File: config.mk
export PLATFORM = sky130hd
export DESIGN_NAME = sar_adc_control_sequencer
export DESIGN_NICKNAME = d
export VERILOG_FILES = /design/src/include/sar_adc_pkg.sv /design/src/sar_adc_control_sequencer.sv
export SDC_FILE = /design/constraint.sdc
export NUM_CORES = 1
export LEC_CHECK = 0
export BUFFER_PORTS_ARGS = -buffer_cell sky130_fd_sc_hd__buf_4
export CAP_MARGIN = 20
export CORE_UTILIZATION = 34
export CTS_CLUSTER_DIAMETER = 30
export DETAILED_ROUTE_END_ITERATION = 10
export SETUP_SLACK_MARGIN = 0.2
export SLEW_MARGIN = 0
export SYNTH_ARGS = -nofsm -noshare
export SYNTH_HDL_FRONTEND = slang
export SYNTH_SLANG_ARGS = --single-unit
File: constraint.sdc
create_clock -name pclk -period 7.4 [get_ports pclk]
set_input_delay 0.74 -clock pclk [delete_from_list [all_inputs] [get_ports pclk]]
set_output_delay 0.74 -clock pclk [all_outputs]
set_load 0.01 [all_outputs]
File: src/include/sar_adc_pkg.sv
// constants, layouts and types of the converter control sequencer
// Notes on behaviour
// - the resolution select bit picks 10-bit with four sample-and-hold channels (default) or 12-bit with one.
// - peak rates are 1.1 Msps in 10-bit mode and 500 ksps in 12-bit mode.
// - in 10-bit mode up to four inputs are sampled at the same instant, one per sample-and-hold channel.
// - in 12-bit mode there is no simultaneous sampling and simultaneous sample is unimplemented, reading zero.
// - the input multiplexer offers up to 13 analog inputs, 0 to 12, the count set by the package variant.
// - the converter runs on in sleep and idle, and idle stop chooses whether idle halts it.
// - module on, bit 15 of control one, enables the converter when set and holds it off when clear.
// - output format at bits 9-8 picks one of four result presentations for both resolutions.
// - with trigger select zero software clears sample active to convert, with codes 1, 2, 3 or 5 the device clears it.
// - with auto sample set the device restarts sampling and sets sample active after a conversion completes.
// - done is set at conversion end and cleared at a new start, software may only clear it without side effect.
package sar_adc_pkg;
  localparam logic [7:0]  CTL_ONE_ADDR    = 8'h00;
  localparam logic [7:0]  CTL_TWO_ADDR    = 8'h04;
  localparam logic [7:0]  BUF_BASE_ADDR   = 8'h40;
  localparam int          BUF_WORDS       = 16;
  localparam int          ON_BIT          = 15;
  localparam int          IDLE_STOP_BIT   = 13;
  localparam int          RES_BIT         = 10;
  localparam int          FMT_LSB         = 8;
  localparam int          TRIG_LSB        = 5;
  localparam int          SIMULTANEOUS_SAMPLE_BIT      = 3;
  localparam int          AUTO_SAMPLE_BIT        = 2;
  localparam int          SAMPLE_ACTIVE_BIT        = 1;
  localparam int          DONE_BIT        = 0;
  localparam int          SHCNT_LSB       = 8;
  localparam int          CHSEL_LSB       = 0;
  localparam logic [15:0] CTL_ONE_RESET   = 16'h0000;
  localparam int          NUM_INPUTS      = 13;
  localparam int          CLK_KHZ         = 125000;
  localparam int          RATE10_KSPS     = 1100;
  localparam int          RATE12_KSPS     = 500;
  // least period per conversion, rounded up
  localparam int          CONV10_CYCLES   = (CLK_KHZ + RATE10_KSPS - 1) / RATE10_KSPS;
  localparam int          CONV12_CYCLES   = (CLK_KHZ + RATE12_KSPS - 1) / RATE12_KSPS;

  typedef enum logic [2:0] {
    TRIG_MANUAL = 3'h0, TRIG_PIN = 3'h1, TRIG_TIMER = 3'h2, TRIG_PWM_A = 3'h3, TRIG_PWM_B = 3'h5
  } trig_code_t;

  typedef enum logic [1:0] {
    FMT_UINT = 2'h0, FMT_SINT = 2'h1, FMT_UFRAC = 2'h2, FMT_SFRAC = 2'h3
  } fmt_code_t;

  typedef struct packed {
    logic       module_on;
    logic       idle_stop;
    logic       resolution_select;
    logic [1:0] output_format;
    logic [2:0] trigger_select;
    logic       simultaneous_sample;
    logic       auto_sample;
  } ctl_t;

  typedef struct packed {
    logic ext_pin;
    logic timer_cmp;
    logic pwm_a;
    logic pwm_b;
  } trig_in_t;
endpackage

File: src/sar_adc_control_sequencer.sv
// apb-controlled sequencer of the successive-approximation converter
`timescale 1ns/1ps
module sar_adc_control_sequencer #(
  parameter int NUM_INPUTS = sar_adc_pkg::NUM_INPUTS
) (
  input  wire logic                         pclk,          // 125 MHz
  input  wire logic                         presetn,       // async, active low
  input  wire logic                         psel,          // apb select
  input  wire logic                         penable,       // apb access phase
  input  wire logic                         pwrite,        // apb direction
  input  wire logic [7:0]                   paddr,         // apb byte address
  input  wire logic [31:0]                  pwdata,        // apb write data
  output logic      [31:0]                  prdata,        // apb read data
  output logic                              pready,        // apb ready
  output logic                              pslverr,       // unmapped access
  input  wire logic [NUM_INPUTS-1:0][11:0]  analog_in,     // digitised input levels
  input  wire sar_adc_pkg::trig_in_t        trig_in,       // conversion trigger sources
  input  wire logic                         cpu_idle,      // processor in idle
  output logic                              sample_active, // sample-and-hold sampling
  output logic                              conv_busy      // conversion running
);
  typedef enum {ST_OFF, ST_WAIT, ST_SAMPLE, ST_CONVERT} state_t;

  state_t              state_reg;
  sar_adc_pkg::ctl_t   ctl_reg;
  logic                sample_active_reg;
  logic                done_reg;
  logic [1:0]          shcnt_reg;
  logic [3:0]          chsel_reg;
  logic [7:0]          cnt_reg;
  logic [1:0]          ch_reg;
  logic [3:0]          ptr_reg;
  logic                pin_q_reg;
  localparam int       BUF_W = sar_adc_pkg::BUF_WORDS;
  logic [3:0][11:0]    held_reg;
  logic [BUF_W-1:0][15:0] buf_reg;
  logic [31:0]         rd_word;

  logic        wr_en, rd_en, hit_ctl1, hit_ctl2, hit_buf;
  logic        trig_fire, sw_end, halt, start_conv, conv_step, conv_last;
  logic [1:0]  last_ch;
  logic [7:0]  conv_len;
  logic [11:0] chan_level;

  assign wr_en    = psel && penable && pwrite;
  assign rd_en    = psel && !pwrite;
  assign hit_ctl1 = paddr == sar_adc_pkg::CTL_ONE_ADDR;
  assign hit_ctl2 = paddr == sar_adc_pkg::CTL_TWO_ADDR;
  assign hit_buf  = paddr[7:6] == sar_adc_pkg::BUF_BASE_ADDR[7:6] && paddr[1:0] == 2'h0;
  assign pready   = 1'b1;
  assign pslverr  = psel && penable && !(hit_ctl1 || hit_ctl2 || hit_buf);

  assign halt = ctl_reg.idle_stop && cpu_idle;

  always_comb begin
    case (sar_adc_pkg::trig_code_t'(ctl_reg.trigger_select))
      sar_adc_pkg::TRIG_PIN:   trig_fire = trig_in.ext_pin && !pin_q_reg;
      sar_adc_pkg::TRIG_TIMER: trig_fire = trig_in.timer_cmp;
      sar_adc_pkg::TRIG_PWM_A: trig_fire = trig_in.pwm_a;
      sar_adc_pkg::TRIG_PWM_B: trig_fire = trig_in.pwm_b;
      default:                 trig_fire = 1'b0;
    endcase
  end

  assign sw_end = wr_en && hit_ctl1 && !pwdata[sar_adc_pkg::SAMPLE_ACTIVE_BIT]
                  && ctl_reg.trigger_select == 3'h0;
  assign start_conv = state_reg == ST_SAMPLE && !halt && (sw_end || trig_fire);

  assign last_ch  = ctl_reg.resolution_select ? 2'h0 : (shcnt_reg[1] ? 2'h3 : {1'b0, shcnt_reg[0]});
  assign conv_len = ctl_reg.resolution_select ? 8'(sar_adc_pkg::CONV12_CYCLES)
                                              : 8'(sar_adc_pkg::CONV10_CYCLES);
  assign conv_step = state_reg == ST_CONVERT && !halt && cnt_reg == 8'h00;
  assign conv_last = conv_step && ch_reg == last_ch;

  always_comb begin
    chan_level = 12'h000;
    if (ch_reg == 2'h0) begin
      if (32'(chsel_reg) < NUM_INPUTS) chan_level = analog_in[chsel_reg];
    end else if (32'(ch_reg) < NUM_INPUTS) begin
      chan_level = analog_in[ch_reg];
    end
  end

  function automatic logic [15:0] format_result(input logic [11:0] d, input logic res12, input logic [1:0] f);
    logic [15:0] r;
    r = 16'h0000;
    if (res12) begin
      case (sar_adc_pkg::fmt_code_t'(f))
        sar_adc_pkg::FMT_UINT:  r = {4'h0, d};
        sar_adc_pkg::FMT_SINT:  r = {{5{~d[11]}}, d[10:0]};
        sar_adc_pkg::FMT_UFRAC: r = {d, 4'h0};
        default:                r = {~d[11], d[10:0], 4'h0};
      endcase
    end else begin
      case (sar_adc_pkg::fmt_code_t'(f))
        sar_adc_pkg::FMT_UINT:  r = {6'h00, d[9:0]};
        sar_adc_pkg::FMT_SINT:  r = {{7{~d[9]}}, d[8:0]};
        sar_adc_pkg::FMT_UFRAC: r = {d[9:0], 6'h00};
        default:                r = {~d[9], d[8:0], 6'h00};
      endcase
    end
    return r;
  endfunction

  // control register writes
  always_ff @(posedge pclk or negedge presetn) begin
    if (!presetn) begin
      ctl_reg   <= '0;
      shcnt_reg <= 2'h0;
      chsel_reg <= 4'h0;
    end else if (wr_en && hit_ctl1) begin
      ctl_reg.module_on   <= pwdata[sar_adc_pkg::ON_BIT];
      ctl_reg.idle_stop   <= pwdata[sar_adc_pkg::IDLE_STOP_BIT];
      ctl_reg.output_format  <= pwdata[sar_adc_pkg::FMT_LSB +: 2];
      ctl_reg.trigger_select <= pwdata[sar_adc_pkg::TRIG_LSB +: 3];
      ctl_reg.auto_sample    <= pwdata[sar_adc_pkg::AUTO_SAMPLE_BIT];
      if (!ctl_reg.module_on)
        ctl_reg.resolution_select <= pwdata[sar_adc_pkg::RES_BIT];
      ctl_reg.simultaneous_sample <= pwdata[sar_adc_pkg::SIMULTANEOUS_SAMPLE_BIT]
        && !(ctl_reg.module_on ? ctl_reg.resolution_select : pwdata[sar_adc_pkg::RES_BIT]);
    end else if (wr_en && hit_ctl2) begin
      shcnt_reg <= pwdata[sar_adc_pkg::SHCNT_LSB +: 2];
      chsel_reg <= pwdata[sar_adc_pkg::CHSEL_LSB +: 4];
    end
  end

  // sequencer
  always_ff @(posedge pclk or negedge presetn) begin
    if (!presetn) begin
      state_reg <= ST_OFF;
      sample_active_reg  <= 1'b0;
      cnt_reg   <= 8'h00;
      ch_reg    <= 2'h0;
    end else if (!ctl_reg.module_on) begin
      state_reg <= ST_OFF;
      sample_active_reg  <= 1'b0;
      ch_reg    <= 2'h0;
    end else begin
      case (state_reg)
        ST_OFF: begin
          state_reg <= ST_WAIT;
        end
        ST_WAIT: begin
          if (ctl_reg.auto_sample || (wr_en && hit_ctl1 && pwdata[sar_adc_pkg::SAMPLE_ACTIVE_BIT])) begin
            state_reg <= ST_SAMPLE;
            sample_active_reg  <= 1'b1;
          end
        end
        ST_SAMPLE: begin
          if (start_conv) begin
            state_reg <= ST_CONVERT;
            sample_active_reg  <= 1'b0;
            ch_reg    <= 2'h0;
            cnt_reg   <= conv_len - 8'h01;
          end
        end
        ST_CONVERT: begin
          if (halt) begin
            cnt_reg <= cnt_reg;
          end else if (conv_last) begin
            state_reg <= ctl_reg.auto_sample ? ST_SAMPLE : ST_WAIT;
            sample_active_reg  <= ctl_reg.auto_sample;
          end else if (conv_step) begin
            ch_reg  <= ch_reg + 2'h1;
            cnt_reg <= conv_len - 8'h01;
          end else begin
            cnt_reg <= cnt_reg - 8'h01;
          end
        end
        default: state_reg <= ST_OFF;
      endcase
    end
  end

  always_ff @(posedge pclk or negedge presetn) begin
    if (!presetn) begin
      held_reg <= '0;
    end else if (start_conv && ctl_reg.simultaneous_sample) begin
      for (int i = 0; i < 4; i++) held_reg[i] <= (i < NUM_INPUTS) ?
        ((i == 0 && 32'(chsel_reg) < NUM_INPUTS) ? analog_in[chsel_reg] : analog_in[i]) : 12'h000;
    end
  end

  always_ff @(posedge pclk or negedge presetn) begin
    if (!presetn) begin
      done_reg <= 1'b0;
    end else if (conv_last) begin
      done_reg <= 1'b1;
    end else if (start_conv || (wr_en && hit_ctl1 && !pwdata[sar_adc_pkg::DONE_BIT])) begin
      done_reg <= 1'b0;
    end
  end

  always_ff @(posedge pclk or negedge presetn) begin
    if (!presetn) begin
      buf_reg <= '0;
      ptr_reg <= 4'h0;
    end else if (!ctl_reg.module_on) begin
      ptr_reg <= 4'h0;
    end else if (conv_step) begin
      buf_reg[ptr_reg] <= format_result(ctl_reg.simultaneous_sample ? held_reg[ch_reg] : chan_level,
                                        ctl_reg.resolution_select, ctl_reg.output_format);
      ptr_reg <= ptr_reg + 4'h1;
    end
  end

  always_ff @(posedge pclk or negedge presetn) begin
    if (!presetn) pin_q_reg <= 1'b0;
    else          pin_q_reg <= trig_in.ext_pin;
  end

  always_comb begin
    rd_word = 32'h0000_0000;
    if (rd_en && hit_ctl1) begin
      rd_word[sar_adc_pkg::ON_BIT]        = ctl_reg.module_on;
      rd_word[sar_adc_pkg::IDLE_STOP_BIT] = ctl_reg.idle_stop;
      rd_word[sar_adc_pkg::RES_BIT]       = ctl_reg.resolution_select;
      rd_word[sar_adc_pkg::FMT_LSB +: 2]  = ctl_reg.output_format;
      rd_word[sar_adc_pkg::TRIG_LSB +: 3] = ctl_reg.trigger_select;
      rd_word[sar_adc_pkg::SIMULTANEOUS_SAMPLE_BIT]    = ctl_reg.simultaneous_sample;
      rd_word[sar_adc_pkg::AUTO_SAMPLE_BIT]      = ctl_reg.auto_sample;
      rd_word[sar_adc_pkg::SAMPLE_ACTIVE_BIT]      = sample_active_reg;
      rd_word[sar_adc_pkg::DONE_BIT]      = done_reg;
    end else if (rd_en && hit_ctl2) begin
      rd_word[sar_adc_pkg::SHCNT_LSB +: 2] = shcnt_reg;
      rd_word[sar_adc_pkg::CHSEL_LSB +: 4] = chsel_reg;
    end else if (rd_en && hit_buf) begin
      rd_word[15:0] = buf_reg[paddr[5:2]];
    end
  end

  // read word captured in setup, shown through the access cycle
  always_ff @(posedge pclk or negedge presetn) begin
    if (!presetn) prdata <= 32'h0000_0000;
    else          prdata <= (psel && !penable) ? rd_word : 32'h0000_0000;
  end

  assign sample_active = sample_active_reg;
  assign conv_busy     = state_reg == ST_CONVERT;
endmodule // sar_adc_control_sequencer

==> results.py <==
metrics = {
    "critical_path": {
        "critPathKind": "register to register",
        "start_kind": "register",
        "crit_arrival_ns": 4.43,
        "max_stage_delay_ns": 0.75,
        "crit_required_ns": 7.84,
        "crit_fanout": 33,
        "crit_path_top_delay_cell": "dfrtp_4",
        "path_common_cell": "nor2b_1",
        "cp-end-kind": "register",
        "path_cells": "buf_4 > mux4_1 > nor2b_1 > a211oi_1 > o31ai_1 > nor2b_1 > and3b_1 > o21ai_0",
    },
    "timing": {
        "skew_ns": 0.0216,
        "grt_setup_unrepaired": "no",
        "hold_viol_final": 0,
        "whs_ns": 0.170,
        "slew_viol_final": 0,
        "worst_slew_pin_slew_ns": 1.06,
        "slew_headroom": 0.293,
        "fin_setup_tns_ns": 0,
        "min_period_ns": 3.99,
        "setup_viol": 0,
        "max_freq_mhz": 251,
        "period_share": 0.539,
    },
    "floorplan": {
        "core_area_um2": 53900,
        "die_h_um": 236,
        "start_util": 0.344,
        "row_count": 85,
        "pin_count": 242,
        "dieArea_um2": 55500,
        "die_x_um": 236,
    },
    "drt": {
        "routed_wl_um": 52300,
        "viasPerCell": 5.36,
        "initialDrtViolationCount": 933,
        "drt-pass1-iter-count": 7,
        "drc": 0,
        "wl_per_cell_um": 20.5,
        "antenna_left": 0,
        "vias": 13700,
    },
    "finish": {
        "fin_nets": 2000,
        "syn_to_final_growth_pct": 27.7,
        "fillers": 4916,
        "stdcell_area_um2": 23700,
        "drive_gt1_frac": 0.361,
        "largest_register_ffs": 256,
    },
    "synth": {
        "yosysUniqueCellTypes": 88,
        "synth-seq-cells": 355,
        "synth_area_um2": 18600,
        "yosysWarnings": 0,
        "avgSynthCellArea_um2": 11.7,
        "async_flop_share": 1.00,
        "synthCells": 1583,
        "seq_area_frac_synth": 0.479,
        "synthFlopType": "dfrtp_1",
        "synth_edf_count": 0,
    },
    "cts": {
        "clock_sinks": 355,
        "post-cts-setup-buffers": 0,
        "root_buffer": "clkbuf_16",
        "cts_hold_buf": 0,
        "cts_inserted_buffers": 87,
        "path_clk_slew_ns": 0.04,
        "cts_tree": "built",
        "cts-resized-gates": 0,
        "clk_path_buf_depth": 3,
        "clk_latency_ns": 0.61,
        "htree_num_levels": 3,
    },
    "power_and_ir_drop": {
        "total_power_w": 0.00631,
        "power.density_nw_per_um2": 266,
        "peakVddDrop_mv": 0.165,
        "power.leakage_nw": 10.5,
    },
    "outcome": {
        "status": "finished clean",
    },
    "placement": {
        "place_congestion": 0.830,
        "dpl-instance-area_um2": 20500,
        "post-dp-hpwl_um": 34600,
        "io_buffers": 204,
    },
    "worst_hold_path": {
        "hold_path_class": "primary input to asynchronous set/reset pin",
    },
    "global_route": {
        "antenna_found_initial": 2,
        "overflow": 0,
        "track_usage": 0.191,
        "first_global_vias": 14200,
        "grt_pass1_wl_um": 82200,
        "grt_max_degree": 178,
    },
    "job": {
        "max-cap-violations": 0,
    },
}
## critical path: cells and delay by family (launching register included)
family | cells | cell delay, ns
simple gates | 3 | 1.05
compound gates | 3 | 0.85
flops | 1 | 0.75
mux | 1 | 0.60
buf+inv | 1 | 0.52
## per-layer routing
metal  wire, um  share of wire  global-route usage
met4       1780          0.034              0.0812
met3       3110          0.059              0.0394
met2      25700           0.49               0.320
met1      21700           0.42               0.238
met5          0              0                   0
## report_power, final
| group | switching, W | total, W | internal [W] |
|---|---|---|---|
| sequential | 0.00000594 | 0.00196 | 0.00195 |
| combinational | 0.000144 | 0.000261 | 0.000117 |
| clock | 0.00121 | 0.00409 | 0.00288 |
## path summary, 6_finish.rpt
check	startpoint	end	slack [ns]	cells past startpoint
worst max-delay path	chsel_reg[0]$_DFFE_PN0P_	buf_reg[60]$_DFFE_PN0P_	3.41	8
min in group pclk	trig_in[3]	pin_q_reg$_DFF_PN0_	0.25	1
worst max register to register	chsel_reg[0]$_DFFE_PN0P_	buf_reg[60]$_DFFE_PN0P_	3.41	8
worst min register to register	buf_reg[64]$_DFFE_PN0P_	buf_reg[64]$_DFFE_PN0P_	0.47	2
max in group asynchronous	presetn	held_reg[32]$_DFFE_PN0P_	5.80	2
worst min-delay path	presetn	buf_reg[180]$_DFFE_PN0P_	0.17	1
## kinds of logic after synthesis
family,count (synthesis),share of synthesized area
AND/OR/NAND/NOR,445,0.108
flip-flops,355,0.479
AO/OA/AOI/OAI,319,0.106
multiplexers,290,0.250
buffers and inverters,156,0.0465
adder cells (fa/ha/maj),11,0.00742
XOR/XNOR,5,0.00236
other,2,0.000405
## area by class of cell
type                       instances  area [um^2]  share of cell area
multi-input combinational       1087         8870               0.374
sequential                       355         8890               0.375
timing repair buffer             235         1790              0.0755
clock inverter                    52          815              0.0344
tap                              696          871              0.0368
antenna                            3         7.51            0.000317
inverter                          17         63.8             0.00269
clock buffer                     109         2390               0.101
## placed cells by master (no fill, tap or decap), drive strengths merged, types with 12 or more instances in the layout
cell type	n
a21oi	46
nand2	255
clkinv	21
clkbuf	109
inv	21
a211oi	12
o31ai	16
o21ai	190
nor2	75
and3	15
nand2b	12
bufinv	17
nor2b	18
dfrtp	355
mux2i	28
nand3	18
mux2	137
buf	235
conb	17
mux4	125
## synthesized netlist by cell type, drive strengths merged (6+ instances only)
master / instances / area share
nand2: 255 / 0.052
a211oi: 12 / 0.0058
a21oi: 46 / 0.013
nor4: 6 / 0.0032
o31ai: 16 / 0.0073
nand2b: 12 / 0.0040
a22oi: 7 / 0.0028
nor2b: 18 / 0.0061
o21ai: 190 / 0.052
nor3: 10 / 0.0030
dfrtp: 355 / 0.48
mux2: 137 / 0.083
ha: 11 / 0.0074
inv: 16 / 0.0032
nor2: 75 / 0.015
mux4: 125 / 0.15
nand3: 18 / 0.0049
nor3b: 6 / 0.0027
and3: 15 / 0.0051
buf: 79 / 0.031
mux2i: 28 / 0.015
clkbuf: 60 / 0.012
## per-stage QoR
stage,worst slack (ns),utilization,instances
after global placement,3.08,0.379,2388
after floorplan,4.46,-,1598
after CTS,3.30,0.439,2550
after global routing,3.13,0.439,2553
after detailed placement,3.04,0.380,2389
final,3.41,0.439,2554
Power figures use the tool's default switching activity.
